$ cat config.mk
export PLATFORM = sky130hd
export DESIGN_NAME = cbi_top
export DESIGN_NICKNAME = d
export VERILOG_FILES = /design/src/cbi_pkg.sv /design/src/cbi_top.sv
export VERILOG_INCLUDE_DIRS = /design/src
export SDC_FILE = /design/constraint.sdc
export NUM_CORES = 1
export LEC_CHECK = 0
export BUFFER_PORTS_ARGS = -buffer_cell sky130_fd_sc_hd__buf_2
export CAP_MARGIN = 20
export CORE_ASPECT_RATIO = 0.75
export CORE_UTILIZATION = 45
export CTS_BUF_LIST = sky130_fd_sc_hd__clkbuf_16
export CTS_CLUSTER_DIAMETER = 150
export DETAILED_ROUTE_END_ITERATION = 8
export GPL_ROUTABILITY_DRIVEN = 1
export PLACE_DENSITY = 0.76
export SLEW_MARGIN = 10
export SYNTH_ARGS = -nofsm -noshare
export SYNTH_HDL_FRONTEND = slang
export SYNTH_SLANG_ARGS = --single-unit
$ cat constraint.sdc
create_clock -name clk_in -period 2.35 [get_ports clk_in]
set_clock_uncertainty 0.15 [all_clocks]
set_input_delay 0.235 -clock clk_in [delete_from_list [all_inputs] [get_ports clk_in]]
set_output_delay 0.235 -clock clk_in [all_outputs]
set_load 0.005 [all_outputs]
$ cat src/cbi_consts.svh
// Constants for the card bridge interrupt and socket pin block.
// Summary of operation
// - Socket interrupt line asserts when the socket function has a selected pending interrupt.
// - Serial bus interrupt line asserts for serial bus link function interrupts.
// - Flash media interrupt line asserts when any of three flash functions requests.
// - Each of six user pins takes a function chosen by a control register field.
// - With a card inserted, the I/O card and ring enable bits set and wake mode off, card ring input goes to ring output.
// - Ring/wake output becomes wake event when wake enable set or power state not D0.
// - Card data input buffers are disabled when socket power is off or no card.
// - Attribute select is low for attribute memory, high for common memory.
// - Ready/interrupt input means ready/busy for memory cards, interrupt for I/O cards.
// - Protect/width input means write protect for memory cards, 16-bit port for I/O.
// - A 26-bit card address bus and 16-bit two-way card data bus serve socket cycles.
// - Card insertion comes from both card-detect inputs being low.
`ifndef CBI_CONSTS_SVH
`define CBI_CONSTS_SVH
`define CBI_ADDR_W 4
`define CBI_OFF_CTRL 4'h0
`define CBI_OFF_PINFN 4'h1
`define CBI_OFF_GPIO_OUT 4'h2
`define CBI_OFF_GPIO_IN 4'h3
`define CBI_OFF_STATUS 4'h4
`define CBI_OFF_MASK 4'h5
`define CBI_OFF_PINS 4'h6
`define CBI_CTRL_SRC_LSB 0
`define CBI_CTRL_RING_EN 2
`define CBI_CTRL_WAKE_EN 3
`define CBI_CTRL_PSTATE_LSB 4
`define CBI_CTRL_SOCK_PWR 6
`define CBI_CTRL_IO_CARD 7
`define CBI_CTRL_ATTR 8
`define CBI_CTRL_RESET 32'h00000000
`define CBI_PINFN_RESET 32'h00000000
`define CBI_ST_W 5
`define CBI_ST_SOCK 0
`define CBI_ST_SBUS 1
`define CBI_ST_FLASH 2
`define CBI_ST_CARD 3
`define CBI_ST_WAKE 4
`define CBI_NPINS 6
`endif

$ cat src/cbi_pkg.sv
// Types for the card bridge interrupt and socket pin block.
package cbi_pkg;
	// Function of one user pin.
	typedef enum logic [1:0] {
		CBI_FN_GPIN = 2'h0,
		CBI_FN_GPOUT = 2'h1,
		CBI_FN_IND = 2'h2,
		CBI_FN_SIRQ = 2'h3
	} cbi_pinfn_e;
	// Function of the shared ring/wake pin.
	typedef enum logic [2:0] {
		CBI_RW_IDLE = 3'h1,
		CBI_RW_RING = 3'h2,
		CBI_RW_WAKE = 3'h4
	} cbi_rw_e;
	// Register bus request.
	typedef struct packed {
		logic [3:0] addr;
		logic [31:0] wdata;
		logic wr;
		logic rd;
	} cbi_bus_s;
	// Decoded dual-function card inputs.
	typedef struct packed {
		logic ready;
		logic card_irq;
		logic write_protect;
		logic wide_port;
	} cbi_card_s;
endpackage : cbi_pkg

$ cat src/cbi_top.sv
// Interrupt routing, ring/wake pin, user pins and socket signal gating.
//
// Implementation choices: strobed register access and the placing of the registers.
`timescale 1ns/1ps
`include "cbi_consts.svh"
module cbi_top
	import cbi_pkg::*;
#(
	parameter int NPINS = `CBI_NPINS
) (
	input wire logic clk_in,
	input wire logic srst_in,
	input wire cbi_bus_s bus_in,
	output logic [31:0] rdata_out,
	input wire logic sock_evt_in,
	input wire logic sbus_evt_in,
	input wire logic [2:0] flash_evt_in,
	input wire logic card_detect_first_n_in,
	input wire logic card_detect_second_n_in,
	input wire logic status_change_n_in,
	input wire logic card_irq_n_in,
	input wire logic wide_io_port_n_in,
	input wire logic mem_cycle_in,
	input wire logic [25:0] cyc_addr_in,
	input wire logic [15:0] cyc_wdata_in,
	input wire logic cyc_write_in,
	output logic [25:0] card_address_bus_out,
	input wire logic [15:0] card_data_bus_in,
	output logic [15:0] card_data_bus_out,
	output logic card_data_bus_oe_out,
	output logic [15:0] card_rdata_out,
	output logic attr_select_n_out,
	output logic card_present_out,
	output cbi_card_s card_out,
	output logic socket_irq_line_out,
	output logic socket_irq_line_oe_out,
	output logic serial_bus_irq_line_out,
	output logic serial_bus_irq_line_oe_out,
	output logic flash_media_irq_line_out,
	output logic flash_media_irq_line_oe_out,
	output logic ring_forward_out,
	output logic ring_forward_oe_out,
	output logic irq_out,
	input wire logic [NPINS-1:0] user_pin_in,
	output logic [NPINS-1:0] user_pin_out,
	output logic [NPINS-1:0] user_pin_oe_out
);
	logic [31:0] ctrl_q;
	logic [2*NPINS-1:0] pinfn_q;
	logic [NPINS-1:0] gpo_q;
	logic [`CBI_ST_W-1:0] status_q;
	logic [`CBI_ST_W-1:0] mask_q;
	logic [`CBI_ST_W-1:0] evt_d;
	logic [NPINS-1:0] upin_s1_q;
	logic [NPINS-1:0] upin_s2_q;
	logic [7:0] card_s1_q;
	logic [7:0] card_s2_q;
	logic card_in_q;
	logic ring_q;
	logic sock_req;
	logic flash_req;
	logic wake_mode;
	logic ring_mode;
	cbi_rw_e rw_q;
	cbi_card_s card_d;

	// Two-flop synchronisers for the user pins and the card status pins; card data is not synchronised.
	always_ff @(posedge clk_in) begin
		if (srst_in) begin
			upin_s1_q <= '0;
			upin_s2_q <= '0;
			card_s1_q <= 8'hFF;
			card_s2_q <= 8'hFF;
		end else begin
			upin_s1_q <= user_pin_in;
			upin_s2_q <= upin_s1_q;
			card_s1_q <= {3'h7, wide_io_port_n_in, card_irq_n_in, status_change_n_in,
				card_detect_second_n_in, card_detect_first_n_in};
			card_s2_q <= card_s1_q;
		end
	end

	// Card is in only while both detect pins are low.
	always_ff @(posedge clk_in) begin
		if (srst_in) begin
			card_in_q <= 1'b0;
		end else begin
			card_in_q <= ~card_s2_q[0] & ~card_s2_q[1];
		end
	end

	// Dual-function inputs decoded by card type.
	always_comb begin
		card_d = '0;
		if (ctrl_q[`CBI_CTRL_IO_CARD]) begin
			card_d.card_irq = ~card_s2_q[3];
			card_d.wide_port = ~card_s2_q[4];
		end else begin
			card_d.ready = card_s2_q[3];
			card_d.write_protect = card_s2_q[4];
		end
	end

	// Socket request source: 0 host event, 1 card interrupt, 2 either, 3 card change.
	always_comb begin
		unique case (ctrl_q[`CBI_CTRL_SRC_LSB +: 2])
			2'h0: sock_req = sock_evt_in;
			2'h1: sock_req = card_d.card_irq & card_in_q;
			2'h2: sock_req = sock_evt_in | (card_d.card_irq & card_in_q);
			2'h3: sock_req = status_q[`CBI_ST_CARD];
		endcase
	end

	assign flash_req = |flash_evt_in;
	assign wake_mode = ctrl_q[`CBI_CTRL_WAKE_EN] | (ctrl_q[`CBI_CTRL_PSTATE_LSB +: 2] != 2'h0);
	assign ring_mode = card_in_q & ctrl_q[`CBI_CTRL_RING_EN] & ctrl_q[`CBI_CTRL_IO_CARD];

	// Sticky event sources.
	always_comb begin
		evt_d = '0;
		evt_d[`CBI_ST_SOCK] = sock_req;
		evt_d[`CBI_ST_SBUS] = sbus_evt_in;
		evt_d[`CBI_ST_FLASH] = flash_req;
		// One-cycle pulse when the synchronised detect pins disagree with the stored presence.
		evt_d[`CBI_ST_CARD] = card_in_q != (~card_s2_q[0] & ~card_s2_q[1]);
		evt_d[`CBI_ST_WAKE] = wake_mode & ring_q;
	end

	// Control registers written by software.
	always_ff @(posedge clk_in) begin
		if (srst_in) begin
			ctrl_q <= `CBI_CTRL_RESET;
			pinfn_q <= '0;
			gpo_q <= '0;
			mask_q <= '0;
		end else if (bus_in.wr) begin
			if (bus_in.addr == `CBI_OFF_CTRL) begin
				ctrl_q <= bus_in.wdata;
			end
			if (bus_in.addr == `CBI_OFF_PINFN) begin
				pinfn_q <= bus_in.wdata[2*NPINS-1:0];
			end
			if (bus_in.addr == `CBI_OFF_GPIO_OUT) begin
				gpo_q <= bus_in.wdata[NPINS-1:0];
			end
			if (bus_in.addr == `CBI_OFF_MASK) begin
				mask_q <= bus_in.wdata[`CBI_ST_W-1:0];
			end
		end
	end

	// Status bits: set wins over a write-one clear.
	always_ff @(posedge clk_in) begin
		if (srst_in) begin
			status_q <= '0;
		end else if (bus_in.wr && bus_in.addr == `CBI_OFF_STATUS) begin
			status_q <= (status_q & ~bus_in.wdata[`CBI_ST_W-1:0]) | evt_d;
		end else begin
			status_q <= status_q | evt_d;
		end
	end

	// Read data, valid the cycle after the read strobe.
	always_ff @(posedge clk_in) begin
		if (srst_in) begin
			rdata_out <= '0;
		end else if (bus_in.rd) begin
			unique case (bus_in.addr)
				`CBI_OFF_CTRL: rdata_out <= ctrl_q;
				`CBI_OFF_PINFN: rdata_out <= 32'(pinfn_q);
				`CBI_OFF_GPIO_OUT: rdata_out <= 32'(gpo_q);
				`CBI_OFF_GPIO_IN: rdata_out <= 32'(upin_s2_q);
				`CBI_OFF_STATUS: rdata_out <= 32'(status_q);
				`CBI_OFF_MASK: rdata_out <= 32'(mask_q);
				`CBI_OFF_PINS: rdata_out <= {25'h0, card_in_q, 2'(rw_q >> 1), card_d};
				default: rdata_out <= '0;
			endcase
		end else begin
			rdata_out <= '0;
		end
	end

	// Interrupt request lines pull low only while asserted.
	always_ff @(posedge clk_in) begin
		if (srst_in) begin
			socket_irq_line_oe_out <= 1'b0;
			serial_bus_irq_line_oe_out <= 1'b0;
			flash_media_irq_line_oe_out <= 1'b0;
			irq_out <= 1'b0;
		end else begin
			socket_irq_line_oe_out <= sock_req;
			serial_bus_irq_line_oe_out <= sbus_evt_in;
			flash_media_irq_line_oe_out <= flash_req;
			irq_out <= |(status_q & mask_q);
		end
	end

	// Open-drain drive levels are always low.
	always_ff @(posedge clk_in) begin
		if (srst_in) begin
			socket_irq_line_out <= 1'b0;
			serial_bus_irq_line_out <= 1'b0;
			flash_media_irq_line_out <= 1'b0;
			ring_forward_out <= 1'b0;
		end else begin
			socket_irq_line_out <= 1'b0;
			serial_bus_irq_line_out <= 1'b0;
			flash_media_irq_line_out <= 1'b0;
			ring_forward_out <= 1'b0;
		end
	end

	// Ring request seen on the shared status-change pin.
	always_ff @(posedge clk_in) begin
		if (srst_in) begin
			ring_q <= 1'b0;
		end else begin
			ring_q <= card_in_q & ~card_s2_q[2];
		end
	end

	// Ring/wake pin mode selection.
	always_ff @(posedge clk_in) begin
		if (srst_in) begin
			rw_q <= CBI_RW_IDLE;
		end else if (wake_mode) begin
			rw_q <= CBI_RW_WAKE;
		end else if (ring_mode) begin
			rw_q <= CBI_RW_RING;
		end else begin
			rw_q <= CBI_RW_IDLE;
		end
	end

	// Ring/wake pin drive.
	always_ff @(posedge clk_in) begin
		if (srst_in) begin
			ring_forward_oe_out <= 1'b0;
		end else begin
			unique case (rw_q)
				CBI_RW_RING: ring_forward_oe_out <= ring_q;
				CBI_RW_WAKE: ring_forward_oe_out <= status_q[`CBI_ST_WAKE];
				CBI_RW_IDLE: ring_forward_oe_out <= 1'b0;
				default: ring_forward_oe_out <= 1'b0;
			endcase
		end
	end

	// Per-pin user function.
	genvar gi;
	generate
		for (gi = 0; gi < NPINS; gi++) begin : g_pin
			always_ff @(posedge clk_in) begin
				if (srst_in) begin
					user_pin_out[gi] <= 1'b0;
					user_pin_oe_out[gi] <= 1'b0;
				end else begin
					unique case (cbi_pinfn_e'(pinfn_q[2*gi +: 2]))
						CBI_FN_GPIN: begin
							user_pin_out[gi] <= 1'b0;
							user_pin_oe_out[gi] <= 1'b0;
						end
						CBI_FN_GPOUT: begin
							user_pin_out[gi] <= gpo_q[gi];
							user_pin_oe_out[gi] <= 1'b1;
						end
						CBI_FN_IND: begin
							user_pin_out[gi] <= ~gpo_q[gi];
							user_pin_oe_out[gi] <= 1'b1;
						end
						CBI_FN_SIRQ: begin
							user_pin_out[gi] <= ~irq_out;
							user_pin_oe_out[gi] <= 1'b1;
						end
					endcase
				end
			end
		end
	endgenerate

	// Socket cycle pins and input buffer gating.
	always_ff @(posedge clk_in) begin
		if (srst_in) begin
			card_address_bus_out <= '0;
			card_data_bus_out <= '0;
			card_data_bus_oe_out <= 1'b0;
			card_rdata_out <= '0;
			attr_select_n_out <= 1'b1;
			card_present_out <= 1'b0;
			card_out <= '0;
		end else begin
			card_address_bus_out <= cyc_addr_in;
			card_data_bus_out <= cyc_wdata_in;
			card_data_bus_oe_out <= cyc_write_in & card_in_q & ctrl_q[`CBI_CTRL_SOCK_PWR];
			if (card_in_q && ctrl_q[`CBI_CTRL_SOCK_PWR]) begin
				card_rdata_out <= card_data_bus_in;
			end else begin
				card_rdata_out <= '0;
			end
			attr_select_n_out <= ~(mem_cycle_in & ctrl_q[`CBI_CTRL_ATTR]);
			card_present_out <= card_in_q;
			card_out <= card_d;
		end
	end
endmodule : cbi_top

==> summary.md <==
| Metric | Value |
|---|---|
| Outcome | `complete, no violations` |
| Initial core utilization | `0.467` |
| Routed WL | `19700 um` |
| Buffers on Ports | `229` |
| Pin count of the biggest net entering global routing | `51` |
| DR vias | `6304` |
| First-pass GRT wire length | `29500 um` |
| Inserted Clock Buffers | `20` |
| TritonCTS sink count | `201` |
| Yosys warnings | `0` |
| Clk slew on worst S/H paths | `0.06 ns` |
| Dominant cells by area after synthesis | `dfxtp_1 (59%), nor2b_1 (5.3%), a21oi_1 (4.8%)` |
| Initial antenna violation count | `1` |
| Grt total ovfl | `0` |
| Mapped Cells | `693` |
| Vias per Instance | `5.11` |
| Top FF cell, synth | `dfxtp_1` |
| Critical Path Source | `bus_in[37]` |
| Syn-to-layout area delta | `45.3%` |
| Leading cell type in the layout, fill and taps excluded | `buf_2` |
| Worst EP arrival | `2.24 ns` |
| Post-synth EDFFs | `0` |
| Dpl ws | `0.428 ns` |
| Post-synthesis register bit count | `201` |
| Dpl cells | `1081` |
| RSZ-0062 raised after global routing | `no` |
| Worst path setup slack after routing | `0.381 ns` |
| Die height | `109 um` |
| Fill count | `1114` |
| Critical path fanouts, max | `12` |
| Sequential area share after synthesis | `0.589` |
| Antenna Nets Post-Route | `0` |
| Synth async-reset ratio | `0` |
| R2R cell count | `3` |
| DRC | `0` |
| Final hold violations | `0` |
| DP Area | `0.00811 mm2` |
| Yosys cell types | `51` |
| Skew-Pair Late Insertion Delay | `0.49 ns` |
| # rows | `38` |
| # Max-Cap Violations | `0` |
| CTS Root Cell | `clkbuf_16` |
| CTS tree | `built` |
| Iteration-0 DRC Markers | `448` |
| Post-CTS setup buffer count | `0` |
| Synth top area share | `0.589` |
| Layout cells sized above 1 | `0.286` |
| Design area | `0.00993 mm2` |
| Design Power | `7.19 mW` |
| Die Span X | `144 um` |
| Minimum clock period | `1.97 ns` |
| Nets | `1138` |
| Drt first pass iters | `5` |
| Layout Cells excl Fill | `1234` |
| All-Layer GR Usage | `0.239` |
| Relative slew slack | `0.594` |
| CP required | `2.63 ns` |
| Fmax | `0.508 GHz` |
| Crit end category | `flip-flop` |
| Vias in the first global route | `5854` |
| Synthesized area per cell | `9.87 um2` |
| Crit Reg-Reg Startpoint | `ctrl_q[7]` |
| Die ar. | `0.0157 mm2` |
| Cts repair resizes | `0` |
| Commonest non-fill, non-tap cells in the layout | `buf_2 (228), dfxtp_1 (201), dlygate4sd3_1 (118)` |
| Kind of critical path | `input pin to flip-flop` |
| Max VDD drop | `0.508 mV` |
| Worst setup path end | `rdata_out[10]` |
| Pwr/cell area | `724 mW/mm2` |
| P_leak | `4.35 nW` |
| H-tree depth | `1` |
| Util after Layout | `0.678` |
| Final worst-path cycle share | `0.838` |
| IO Count | `234` |
| Critical R2R Capture | `rdata_out[3]` |
| Core box area | `0.0146 mm2` |
| Post-synth top area cell | `dfxtp_1` |
| Placer Congestion | `0.944` |
| Worst R2R Setup Slack | `0.90 ns` |
| Final max-slew violation count | `0` |
| Longest Clk Path Bufs | `3` |
| Measured slew at the worst slew-check pin | `0.605 ns` |
| Min-delay worst type | `input pin to flip-flop` |
| Routed length per placed instance | `16.0 um` |
| Setup TNS | `0 ns` |
| Hold Slack | `0.0924 ns` |
| Nature of the critical path startpoint | `input pin` |
| Synthesized area | `0.00684 mm2` |
| Post-DP HPWL | `11600 um` |
| # setup viols final | `0` |
report_power, final:
| group | internal, mW | switching, mW | total (mW) |
|---|---|---|---|
| registers | 3.49 | 0.0355 | 3.52 |
| logic | 0.311 | 0.261 | 0.573 |
| clock network | 1.82 | 1.27 | 3.09 |
| total | 5.62 | 1.57 | 7.19 |
metal layers:
layer	vias up	track usage	share of wire
met4	0	0.0812	0.025
met5	-	0	0
met2	275	0.399	0.48
met1	2951	0.306	0.42
met3	43	0.0509	0.081
li1	3035	-	-
worst min-delay path by stage:
stage            startpoint                      to  slack, ns  cells after the start
2_1_floorplan  mem_cycle_in       attr_select_n_out       0.17                      1
3_3_place_gp   card_s2_q[2]                  ring_q       0.23                      1
3_5_place_dp   card_s2_q[2]                  ring_q       0.24                      1
4_1_cts         sock_evt_in  socket_irq_line_oe_out       0.07                      4
5_1_grt         sock_evt_in  socket_irq_line_oe_out       0.11                      4
6_report        sock_evt_in  socket_irq_line_oe_out       0.09                      4
registers in the layout, summed over array words and instances, names as in the netlist, 3 cells and up:
register / count
card_address_bus_out: 26
card_data_bus_out: 16
card_out: 4
card_rdata_out: 16
card_s1_q: 5
card_s2_q: 5
ctrl_q: 32
gpo_q: 6
mask_q: 5
pinfn_q: 12
rdata_out: 32
rw_q: 3
status_q: 5
upin_s1_q: 6
upin_s2_q: 6
user_pin_oe_out: 6
user_pin_out: 6
critical path, cell delays in order:
cell and delay, ns:
dlygate4sd3_1 0.55, buf_2 0.18, buf_4 0.20, nor3_1 0.52, nand3_1 0.37, nor2_1 0.18
cell families (layout without fill, tap and decap cells):
kind of cell / count (synthesis) / count (layout) / share of synthesized area
buf+inv: 67 / 404 / 0.0426
compound gates: 149 / 149 / 0.120
mux: 18 / 18 / 0.0278
flops: 201 / 201 / 0.589
other cells: 1 / 5 / 0.000549
xor+xnor: 1 / 1 / 0.00128
simple gates: 256 / 256 / 0.219
area by class of cell:
| cell class | instances | area (um2) | share of cell area |
|---|---|---|---|
| clock inverters | 12 | 104 | 0.0105 |
| multi-input cells | 428 | 2550 | 0.256 |
| clock buffers | 21 | 526 | 0.0529 |
| well taps | 200 | 250 | 0.0252 |
| repair buffers | 363 | 2450 | 0.247 |
| flip-flops and latches | 201 | 4020 | 0.405 |
| inverters | 8 | 30.0 | 0.00302 |
| diodes | 1 | 2.50 | 0.000252 |
synthesized netlist by cell type, types with 2 or more instances:
master      n
nand4_1     2
dfxtp_1   201
buf_2       7
nand2b_1    3
and3_1     21
buf_6       2
nand3_1    58
o21ai_0    60
nor2_1     27
buf_1       3
or3_1       5
mux2i_1    10
a22oi_1     3
nor3b_1     5
inv_1       8
nand3b_1   10
or2_2      10
a32oi_1     3
a31oi_1     5
o41ai_1     3
and2_1     20
buf_4       4
mux2_2      8
or4b_1      2
nand2_1    12
a21oi_1    65
nor2b_1    58
clkbuf_1   42
a32o_1      2
and3b_1     6
nor3_1      7
a222oi_1    2
timing repair:
item | CTS | global route
endpoints found under the setup margin | 0 | 0
hold buffers | 118 | 0
endpoints found under the hold margin | 130 | 0
Note: power is estimated with default switching activity, not from simulation.
